File: config.mk
export PLATFORM = sky130hd
export DESIGN_NAME = tpc_top
export DESIGN_NICKNAME = d
export VERILOG_FILES = /design/src/hdl/tpc_pkg.sv /design/src/hdl/tpc_top.sv
export SDC_FILE = /design/constraint.sdc
export NUM_CORES = 1
export LEC_CHECK = 0
export ABC_CLOCK_PERIOD_IN_PS = 5900
export BUFFER_PORTS_ARGS = -buffer_cell sky130_fd_sc_hd__buf_2
export CAP_MARGIN = 20
export CELL_PAD_IN_SITES_DETAIL_PLACEMENT = 1
export CELL_PAD_IN_SITES_GLOBAL_PLACEMENT = 1
export CORE_MARGIN = 4
export CORE_UTILIZATION = 44
export DETAILED_ROUTE_END_ITERATION = 16
export PLACE_DENSITY = 0.81
export SKIP_LAST_GASP = 1
export SYNTH_ARGS = -nofsm -noshare
export SYNTH_HDL_FRONTEND = slang
export SYNTH_SLANG_ARGS = --single-unit
File: constraint.sdc
create_clock -name CLK_I -period 5.9 [get_ports CLK_I]
set_clock_uncertainty 0.15 [all_clocks]
set_input_delay 1.475 -clock CLK_I [delete_from_list [all_inputs] [get_ports CLK_I]]
set_output_delay 1.475 -clock CLK_I [all_outputs]
set_load 0.05 [all_outputs]
File: src/hdl/tpc_pkg.sv
/*
 * Shared constants and carrier types of the tuner synthesizer control block.
 * Assumes a 10 MHz system clock and an Avalon-MM register master.
 */
package tpc_pkg;

    // ==========================================================
    // register map (byte addresses)
    localparam logic [3:0]  REG_DIVIDER   = 4'h0;
    localparam logic [3:0]  REG_CONTROL   = 4'h4;
    localparam logic [3:0]  REG_STATUS    = 4'h8;

    // ==========================================================
    // reset values
    localparam logic [14:0] DIVIDER_RST   = 15'h0100;
    localparam logic [7:0]  CTRL1_RST     = 8'h8E;
    localparam logic [7:0]  CTRL2_RST     = 8'h00;

    // ==========================================================
    // control byte one fields
    localparam int          C1_PAIR_BIT   = 7;
    localparam int          C1_PUMP_HIGH  = 6;
    localparam int          C1_ROUTE      = 5;
    localparam int          C1_TRISTATE   = 4;
    localparam int          C1_TUNE_OFF   = 0;
    // control byte two fields
    localparam int          C2_BAND_UHF   = 7;

    // ==========================================================
    // bus address: upper five bits fixed, low two from the select pin
    localparam logic [4:0]  BUS_ADDR_HI   = 5'h18;

    // ==========================================================
    // timing
    localparam int          CLK_PERIOD_NS = 100;
    localparam int          PULSE_MAX_NS  = 250;
    localparam int          PULSE_MAX_CYC = (PULSE_MAX_NS / CLK_PERIOD_NS) < 1 ? 1 : PULSE_MAX_NS / CLK_PERIOD_NS;
    localparam int          REF_DIV       = 64;
    localparam int          LOCK_PERIODS  = 8;
    localparam logic [14:0] DIV_MIN       = 15'h0100;

    // ==========================================================
    // carriers
    typedef struct packed {
        logic        read;
        logic        write;
        logic [3:0]  address;
        logic [3:0]  byteenable;
        logic [31:0] writedata;
    } tpc_avreq_s;

    typedef struct packed {
        logic [31:0] readdata;
        logic        waitrequest;
    } tpc_avrsp_s;

    typedef struct packed {
        logic src;
        logic snk;
        logic high;
    } tpc_pump_s;

    typedef enum logic [2:0] {
        I2C_IDLE, I2C_ADDR, I2C_AACK, I2C_WR, I2C_WACK, I2C_RD, I2C_RACK, I2C_WAIT
    } tpc_i2c_e;

endpackage

File: src/hdl/tpc_top.sv
/*
 * Digital control section of the tuner synthesizer: two-wire slave, reference
 * and programmable dividers, phase detector steering, lock detector, power-on
 * flag, test routing and switch ports, plus an Avalon-MM register slave.
 * Assumes all pin inputs are synchronous to CLK_I, XTAL_TICK_I pulses once per
 * crystal period and VCO_I is a prescaled oscillator level.
 */
// Implementation choices: register access over Avalon-MM and the register offsets.
`timescale 1ns/10ps

module tpc_top
    import tpc_pkg::*;
(
    // clock and reset
    input  wire logic               CLK_I,
    input  wire logic               RST_B_I,
    // register bus
    input  wire tpc_pkg::tpc_avreq_s AVS_REQ_I,
    output tpc_pkg::tpc_avrsp_s     AVS_RSP_O,
    // two-wire bus
    input  wire logic               SCL_I,
    input  wire logic               SDA_I,
    output logic                    SDA_O,
    output logic                    SDA_OE_O,
    input  wire logic [1:0]         ADDR_SEL_I,
    // synthesizer
    input  wire logic               XTAL_TICK_I,
    input  wire logic               VCO_I,
    input  wire logic               SUPPLY_LOW_I,
    output tpc_pkg::tpc_pump_s      PUMP_O,
    output logic                    TUNE_EN_O,
    output logic                    UHF_EN_O,
    output logic                    VHF_EN_O,
    // switch ports and converter
    input  wire logic [2:0]         PORT_I,
    output logic [2:0]              PORT_O,
    output logic [2:0]              PORT_OE_O,
    input  wire logic [2:0]         ADC_I
);
    import tpc_pkg::*;

    typedef struct packed {
        tpc_i2c_e    state;
        logic [3:0]  bcnt;
        logic [7:0]  sh;
        logic        rw;
        logic        second;
        logic [7:0]  first;
        logic        rdtel;
        logic        scl_q;
        logic        sda_q;
        logic        drv;
        logic [14:0] divider;
        logic [7:0]  ctrl1;
        logic [7:0]  ctrl2;
        logic        por;
        logic        lock;
        logic [3:0]  lcnt;
        logic        bad;
        logic [3:0]  pw;
        logic [5:0]  xcnt;
        logic        vco_q;
        logic [14:0] vcnt;
        logic        ref_q;
        logic        dv_q;
        logic        up;
        logic        dn;
        logic        av_ack;
        logic [31:0] av_rdata;
    } tpc_state_s;

    tpc_state_s  st_q;
    tpc_state_s  st_d;

    logic        t0;
    logic        t1;
    logic [14:0] ratio;
    logic        dv;
    logic        ref_sig;
    logic        dv_sig;
    logic [7:0]  status;
    logic        av_acc;
    logic [2:0]  route;

    // ==========================================================
    // derived signals
    assign t0      = st_q.ctrl1[C1_TRISTATE];
    assign t1      = st_q.ctrl1[C1_ROUTE];
    // ratios below the legal floor are clamped so the divider never degenerates
    assign ratio   = (st_q.divider < DIV_MIN) ? DIV_MIN : st_q.divider;
    assign dv      = st_q.vcnt < {1'b0, ratio[14:1]};
    // both test bits hand the phase detector to the port inputs
    assign ref_sig = (t1 && t0) ? PORT_I[0] : st_q.xcnt[5];
    assign dv_sig  = (t1 && t0) ? PORT_I[1] : dv;
    assign status  = {st_q.por, st_q.lock, 1'b0, PORT_I[1], PORT_I[0], ADC_I};
    assign av_acc  = AVS_REQ_I.read || AVS_REQ_I.write;
    assign route   = {1'b0, dv, st_q.xcnt[4]};

    // ==========================================================
    // next state
    always_comb begin
        logic start;
        logic stop;
        logic rise;
        logic fall;
        logic ref_fall;
        logic dv_fall;
        start    = 1'b0;
        stop     = 1'b0;
        rise     = 1'b0;
        fall     = 1'b0;
        ref_fall = 1'b0;
        dv_fall  = 1'b0;
        st_d     = st_q;

        // register bus: one wait state, then the access completes
        st_d.av_ack = av_acc && !st_q.av_ack;
        if (av_acc && !st_q.av_ack) begin
            if (AVS_REQ_I.address == REG_DIVIDER) begin
                st_d.av_rdata = {17'h00000, st_q.divider};
            end else if (AVS_REQ_I.address == REG_CONTROL) begin
                st_d.av_rdata = {16'h0000, st_q.ctrl2, st_q.ctrl1};
            end else if (AVS_REQ_I.address == REG_STATUS) begin
                st_d.av_rdata = {24'h000000, status};
            end else begin
                st_d.av_rdata = 32'h00000000;
            end
        end
        if (AVS_REQ_I.write && st_q.av_ack) begin
            if (AVS_REQ_I.address == REG_DIVIDER) begin
                if (AVS_REQ_I.byteenable[0]) st_d.divider[7:0] = AVS_REQ_I.writedata[7:0];
                if (AVS_REQ_I.byteenable[1]) st_d.divider[14:8] = AVS_REQ_I.writedata[14:8];
            end else if (AVS_REQ_I.address == REG_CONTROL) begin
                if (AVS_REQ_I.byteenable[0]) st_d.ctrl1 = AVS_REQ_I.writedata[7:0];
                if (AVS_REQ_I.byteenable[1]) st_d.ctrl2 = AVS_REQ_I.writedata[15:8];
            end
        end

        // two-wire slave
        st_d.scl_q = SCL_I;
        st_d.sda_q = SDA_I;
        start = st_q.scl_q && SCL_I && st_q.sda_q && !SDA_I;
        stop  = st_q.scl_q && SCL_I && !st_q.sda_q && SDA_I;
        rise  = !st_q.scl_q && SCL_I;
        fall  = st_q.scl_q && !SCL_I;
        if (start) begin
            st_d.state  = I2C_ADDR;
            st_d.bcnt   = 4'h0;
            st_d.drv    = 1'b0;
            st_d.second = 1'b0;
            st_d.rdtel  = 1'b0;
        end else if (stop) begin
            // an unpaired first byte is dropped at the stop
            if (st_q.rdtel) st_d.por = 1'b0;
            st_d.state  = I2C_IDLE;
            st_d.drv    = 1'b0;
            st_d.rdtel  = 1'b0;
            st_d.second = 1'b0;
        end else begin
            case (st_q.state)
                I2C_ADDR, I2C_WR: begin
                    if (rise) begin
                        st_d.sh   = {st_q.sh[6:0], SDA_I};
                        st_d.bcnt = st_q.bcnt + 4'h1;
                    end else if (fall && st_q.bcnt == 4'h8) begin
                        if (st_q.state == I2C_ADDR) begin
                            if (st_q.sh[7:1] == {BUS_ADDR_HI, ADDR_SEL_I}) begin
                                st_d.drv   = 1'b1;
                                st_d.rw    = st_q.sh[0];
                                st_d.state = I2C_AACK;
                            end else begin
                                st_d.state = I2C_WAIT;
                            end
                        end else begin
                            st_d.drv   = 1'b1;
                            st_d.state = I2C_WACK;
                            if (!st_q.second) begin
                                st_d.first  = st_q.sh;
                                st_d.second = 1'b1;
                            end else begin
                                st_d.second = 1'b0;
                                if (st_q.first[C1_PAIR_BIT]) begin
                                    st_d.ctrl1 = st_q.first;
                                    st_d.ctrl2 = st_q.sh;
                                end else begin
                                    st_d.divider = {st_q.first[6:0], st_q.sh};
                                end
                            end
                        end
                    end
                end
                I2C_AACK: begin
                    if (fall) begin
                        st_d.bcnt = 4'h0;
                        if (st_q.rw) begin
                            st_d.rdtel = 1'b1;
                            st_d.sh    = status;
                            st_d.drv   = !status[7];
                            st_d.state = I2C_RD;
                        end else begin
                            st_d.drv   = 1'b0;
                            st_d.state = I2C_WR;
                        end
                    end
                end
                I2C_WACK: begin
                    if (fall) begin
                        st_d.drv   = 1'b0;
                        st_d.bcnt  = 4'h0;
                        st_d.state = I2C_WR;
                    end
                end
                I2C_RD: begin
                    if (fall) begin
                        if (st_q.bcnt == 4'h7) begin
                            st_d.drv   = 1'b0;
                            st_d.state = I2C_RACK;
                        end else begin
                            st_d.sh   = {st_q.sh[6:0], 1'b0};
                            st_d.drv  = !st_q.sh[6];
                            st_d.bcnt = st_q.bcnt + 4'h1;
                        end
                    end
                end
                I2C_RACK: begin
                    // no acknowledge: stay off the line until the stop
                    if (rise && SDA_I) begin
                        st_d.state = I2C_WAIT;
                    end else if (fall) begin
                        st_d.sh    = status;
                        st_d.drv   = !status[7];
                        st_d.bcnt  = 4'h0;
                        st_d.state = I2C_RD;
                    end
                end
                default: begin
                    st_d.drv = 1'b0;
                end
            endcase
        end
        // set wins over the clearing read
        if (SUPPLY_LOW_I) st_d.por = 1'b1;

        // reference divider
        if (XTAL_TICK_I) st_d.xcnt = st_q.xcnt + 6'h01;

        // programmable divider
        st_d.vco_q = VCO_I;
        if (VCO_I && !st_q.vco_q) begin
            st_d.vcnt = (st_q.vcnt >= 15'(ratio - 15'h0001)) ? 15'h0000 : st_q.vcnt + 15'h0001;
        end

        // phase detector on falling edges
        st_d.ref_q = ref_sig;
        st_d.dv_q  = dv_sig;
        ref_fall   = st_q.ref_q && !ref_sig;
        dv_fall    = st_q.dv_q && !dv_sig;
        st_d.up    = st_q.up || dv_fall;
        st_d.dn    = st_q.dn || ref_fall;
        if (st_d.up && st_d.dn) begin
            st_d.up = 1'b0;
            st_d.dn = 1'b0;
        end

        // lock detector
        st_d.pw = (st_q.up || st_q.dn) ? ((st_q.pw == 4'hF) ? st_q.pw : st_q.pw + 4'h1) : 4'h0;
        if (ref_fall) begin
            st_d.bad = 1'b0;
            if (st_q.bad) begin
                st_d.lcnt = 4'h0;
            end else if (st_q.lcnt == 4'(LOCK_PERIODS - 1)) begin
                st_d.lock = 1'b1;
            end else begin
                st_d.lcnt = st_q.lcnt + 4'h1;
            end
        end
        if (st_d.pw > 4'(PULSE_MAX_CYC)) begin
            st_d.lock = 1'b0;
            st_d.bad  = 1'b1;
            st_d.lcnt = 4'h0;
        end
    end

    always_ff @(posedge CLK_I or negedge RST_B_I) begin
        if (!RST_B_I) begin
            st_q         <= '0;
            st_q.state   <= I2C_IDLE;
            st_q.scl_q   <= 1'b1;
            st_q.sda_q   <= 1'b1;
            st_q.divider <= DIVIDER_RST;
            st_q.ctrl1   <= CTRL1_RST;
            st_q.ctrl2   <= CTRL2_RST;
            st_q.por     <= 1'b1;
        end else begin
            st_q <= st_d;
        end
    end

    // ==========================================================
    // outputs
    assign AVS_RSP_O.readdata    = st_q.av_rdata;
    assign AVS_RSP_O.waitrequest = av_acc && !st_q.av_ack;
    assign SDA_O       = 1'b0;
    assign SDA_OE_O    = st_q.drv;
    assign PUMP_O.src  = st_q.up && !t0;
    assign PUMP_O.snk  = st_q.dn && !t0;
    assign PUMP_O.high = st_q.ctrl1[C1_PUMP_HIGH];
    assign TUNE_EN_O   = !st_q.ctrl1[C1_TUNE_OFF];
    assign UHF_EN_O    = st_q.ctrl2[C2_BAND_UHF];
    assign VHF_EN_O    = !st_q.ctrl2[C2_BAND_UHF];

    // open collector: enable pulls the pin low; a routed test signal sinks while low
    genvar gi;
    generate
        for (gi = 0; gi < 3; gi++) begin : g_port
            assign PORT_O[gi]    = 1'b0;
            assign PORT_OE_O[gi] = (t1 && gi < 2) ? !route[gi] : st_q.ctrl2[gi];
        end
    endgenerate

    // ==========================================================
    // checks
    ref_tick_a: assert property (@(posedge CLK_I) disable iff (!RST_B_I)
        (!(t1 && t0) && $fell(st_q.xcnt[5])) |-> st_q.xcnt == 6'h00)
        else $error("reference edge off the 64 count");
    ratio_floor_a: assert property (@(posedge CLK_I) disable iff (!RST_B_I)
        st_q.vcnt < ratio || $changed(st_q.divider) || $past(st_q.divider) != st_q.divider)
        else $error("divider count passed the ratio");
    pump_idle_a: assert property (@(posedge CLK_I) disable iff (!RST_B_I)
        !(PUMP_O.src && PUMP_O.snk))
        else $error("source and sink together");
    pump_tri_a: assert property (@(posedge CLK_I) disable iff (!RST_B_I)
        st_q.ctrl1[C1_TRISTATE] |-> !PUMP_O.src && !PUMP_O.snk)
        else $error("pump active in tristate test");
    sda_drive_a: assert property (@(posedge CLK_I) disable iff (!RST_B_I)
        SDA_OE_O |-> st_q.state inside {I2C_AACK, I2C_WACK, I2C_RD})
        else $error("data pulled low outside ack or read");
    ack_slot_a: assert property (@(posedge CLK_I) disable iff (!RST_B_I)
        (st_q.state == I2C_WR && $past(st_q.state) == I2C_WACK) |-> $past(SDA_OE_O))
        else $error("write byte left unacknowledged");
    lock_clear_a: assert property (@(posedge CLK_I) disable iff (!RST_B_I)
        (st_q.pw > 4'(PULSE_MAX_CYC)) |-> !st_q.lock)
        else $error("lock held through a long pulse");
    lock_set_a: assert property (@(posedge CLK_I) disable iff (!RST_B_I)
        $rose(st_q.lock) |-> $past(st_q.lcnt) == 4'(LOCK_PERIODS - 1))
        else $error("lock set early");
    por_set_a: assert property (@(posedge CLK_I) disable iff (!RST_B_I)
        SUPPLY_LOW_I |=> st_q.por)
        else $error("supply drop missed");
    port_on_a: assert property (@(posedge CLK_I) disable iff (!RST_B_I)
        (!t1 && st_q.ctrl2[0]) |-> PORT_OE_O[0])
        else $error("port zero not active");

    write_pair_c: cover property (@(posedge CLK_I) disable iff (!RST_B_I)
        st_q.second ##[1:1000] !st_q.second && st_q.state == I2C_WACK);
    read_done_c: cover property (@(posedge CLK_I) disable iff (!RST_B_I)
        $fell(st_q.por) && !SUPPLY_LOW_I);
    lock_rise_c: cover property (@(posedge CLK_I) disable iff (!RST_B_I)
        $rose(st_q.lock));

endmodule

==> reports/metrics.cfg <==
[status]
outcome = complete, no violations

[min_path]
min_to = st_q[33]$_DFF_PN0_
worstHoldStart = st_q[35]$_DFF_PN0_
hold_depth = 1
hp-class = flip-flop to flip-flop

[floorplan]
die-area_mm2 = 0.0180
core_mm2 = 0.0154
floorplan.io_pins = 104
die_y_um = 134
initial_core_util_pct = 45.5
placementRows = 45
dieWidth_um = 134

[setup_path]
critPathMaxFanout = 11
worstSetupEndpointType = output pin
r2r-end = st_q[49]$_DFFE_PN0P_
cp-start-kind = flip-flop
crit_path_start = st_q[98]$_DFF_PN0_
reg2reg_from = st_q[98]$_DFF_PN0_
cp.arrival_ps = 3850
r2r_cells = 13
reg2reg_slack_ps = 860
criticalPathCategory = flip-flop to output pin
cp.required_ps = 4280

[yosys]
synth-adder-area-share_pct = 6.24
synthMuxAreaShare_pct = 9.55
yosysWarnings = 0
synth_area_leader_cell = dfrtp_1
synth_top_cell_area_share_pct = 37.8
ys.flop_type = dfrtp_1
avgSynthCellArea_um2 = 9.45
synth_edf_count = 0
synth_top_family_by_area = simple AND/OR/NAND/NOR gates
synth.distinct_cells = 69
synth_compound_area_share_pct = 15.4
async_flop_share_pct = 100
syn_inst = 743
synthXorXnorAreaFrac_pct = 3.49
synth_seq_cells = 114
seq_area_frac_synth_pct = 40.8
syn_area_mm2 = 0.00702
synth-simple-area-share_pct = 16.8
ys_top_cells_by_area = dfrtp_1 (38%), ha_1 (6.2%), mux2i_1 (5.7%), buf_4 (4.2%), nand2_1 (4.1%)

[power]
swShare_pct = 40.9
power_frac_seq_pct = 34.5
internal_power_uw = 2210
clkPwrFrac_pct = 27.5
switchingPower_uw = 1530
power_leakage_uw = 0.00356
pwr-share-comb_pct = 38.0
p_per_area_mw_per_mm2 = 471
irDropWorstVdd_mv = 0.243

[drt]
drt-total-wl_mm = 20.3
vias_per_cell = 5.78
drtIter0Drc = 263
wl_per_cell_um = 20.2
ant_nets = 0
drc = 0
dr.pass1.iters = 5
vias = 5806

[sta]
setup_ws_ps = 424
min_period_over_period_pct = 92.8
worstMarginPinSlew_ps = 889
drv_slew = 0
finalSetupViolations = 0
setup_tns_ps = 0
fmax_ghz = 0.183
hold_violations = 0
min_period_ps = 5480
whs_ps = 321
rsz0062_at_grt = false
max_slew_margin_pct = 40.6

[cts]
clock-sinks = 114
cts_max_level = 4
cts-root-buf = clkbuf_16
cts_buffers = 17
hold_buffers = 0
postCtsSetupRepairBufs = 0
post_cts_resized = 0
clk_pin_slew_worst_paths_ps = 50
cts_tree = yes
cts_buffer_depth = 2
worst_skew_pair.late_latency_ps = 420

[layout]
layout.nets = 872
multi_input_area_mm2 = 0.00371
drive_above_1_share_pct = 18.7
regArea_mm2 = 0.00286
n_fill_cell = 1798
final_util_pct = 51.4
postLayoutCellArea_mm2 = 0.00793
syn_to_final_growth_pct = 12.9
antenna_cells = 0

[job]
cap_violations = 0

[placement]
place.gp.congestion = 0.866
dpl-instance-area_mm2 = 0.00727
place_ws_ps = 942
dpl.hpwl_mm = 14.4
port_buffers = 64

[global_routing]
track_usage_pct = 23.0
grt_max_degree = 80
grt_pass1_vias = 6330
grt_pass1_wl_mm = 33.0
antenna_found_initial = 0
gr-total-overflow = 0

critical path, cell delays in order, from the launching register on:
cell      delay [ps]
dfrtp_1          450
or4_4            620
or2_1            410
nand2_1          150
ha_1             270
a21oi_1          180
nand2_1           70
a221oi_1         650
o211ai_1         240
o21a_1           170
buf_2            220
power by group through the flow:
stage	clock (µW)	sequential [µW]	combinational (µW)
2_1_floorplan	0	1150	1120
3_3_place_gp	0	1270	1270
3_5_place_dp	0	1290	1370
4_1_cts	1040	1280	1410
5_1_grt	1080	1310	1570
6_report	1030	1290	1420
flip-flops by register name, summed over array words and instances (netlist names):
register	cells
PORT_OE_O	1
route	1
PUMP_O	1
SDA_OE_O	1
st_q	93
UHF_EN_O	1
AVS_RSP_O	16
cell usage after synthesis (6+ instances only):
master    instances
dfrtp_1         106
nand2_1          76
nor2_1           55
o21ai_0          54
a21oi_1          46
mux2i_1          40
buf_4            39
ha_1             35
inv_1            25
mux2_2           24
nand3_1          23
xnor2_1          16
clkbuf_1         15
buf_2            13
a22oi_1          12
nand4_1          12
xor2_1           12
nor3_1           11
a22o_1            8
dfstp_2           8
and3_1            6
nor2b_1           6
nor4_1            6
o211ai_1          6
final cells by class:
class                   instances  share of cell area [%]
clock buffers                  24                    6.20
clock inverters                 8                    1.28
inverters                      25                    1.18
multi-input cells             552                    46.7
flip-flops and latches        114                    36.1
well taps                     211                    3.33
repair buffers                 70                    5.15
through the flow:
step	power, µW	instances
after floorplan	2270	762
after global placement	2540	969
after detailed placement	2650	969
after CTS	3730	1001
after global routing	3960	1004
final	3730	1004
logic make-up after synthesis:
| logic type | Yosys count |
|---|---|
| AND/OR/NAND/NOR | 234 |
| AO/OA/AOI/OAI | 171 |
| flip-flops | 114 |
| buffers and inverters | 96 |
| multiplexers | 64 |
| adder cells (fa/ha/maj) | 35 |
| XOR/XNOR | 28 |
| other | 1 |
per-layer routing:
layer | wire (µm) | part of all wire [%] | track usage (%) | vias to the layer above
met5 | 0 | 0 | 0 | -
li1 | - | - | - | 2677
met3 | 790 | 3.9 | 4.28 | 48
met4 | 610 | 3.0 | 10.1 | 0
met1 | 8290 | 41 | 27.7 | 2916
met2 | 10600 | 52 | 40.0 | 165
layout by cell type, fill, tap and decap left out, types with 17 or more instances in the layout:
cell type	n
mux2_2	24
clkbuf_16	17
o21ai_0	54
conb_1	20
ha_1	35
mux2i_1	40
dfrtp_1	106
nand3_1	23
nor2_1	55
buf_2	63
a21oi_1	46
nand2_1	76
inv_1	25
worst max-delay path by stage:
stage                            to  slack [ps]  cells past startpoint
6_report               PORT_OE_O[1]         420                     10
5_1_grt                PORT_OE_O[1]         370                     10
4_1_cts                PORT_OE_O[1]         510                     10
3_5_place_dp   st_q[49]$_DFFE_PN0P_         940                     13
3_3_place_gp           PORT_OE_O[1]        1070                     10
2_1_floorplan          PORT_OE_O[1]        1550                     11
No activity file was read; power rests on OpenSTA's default activity.
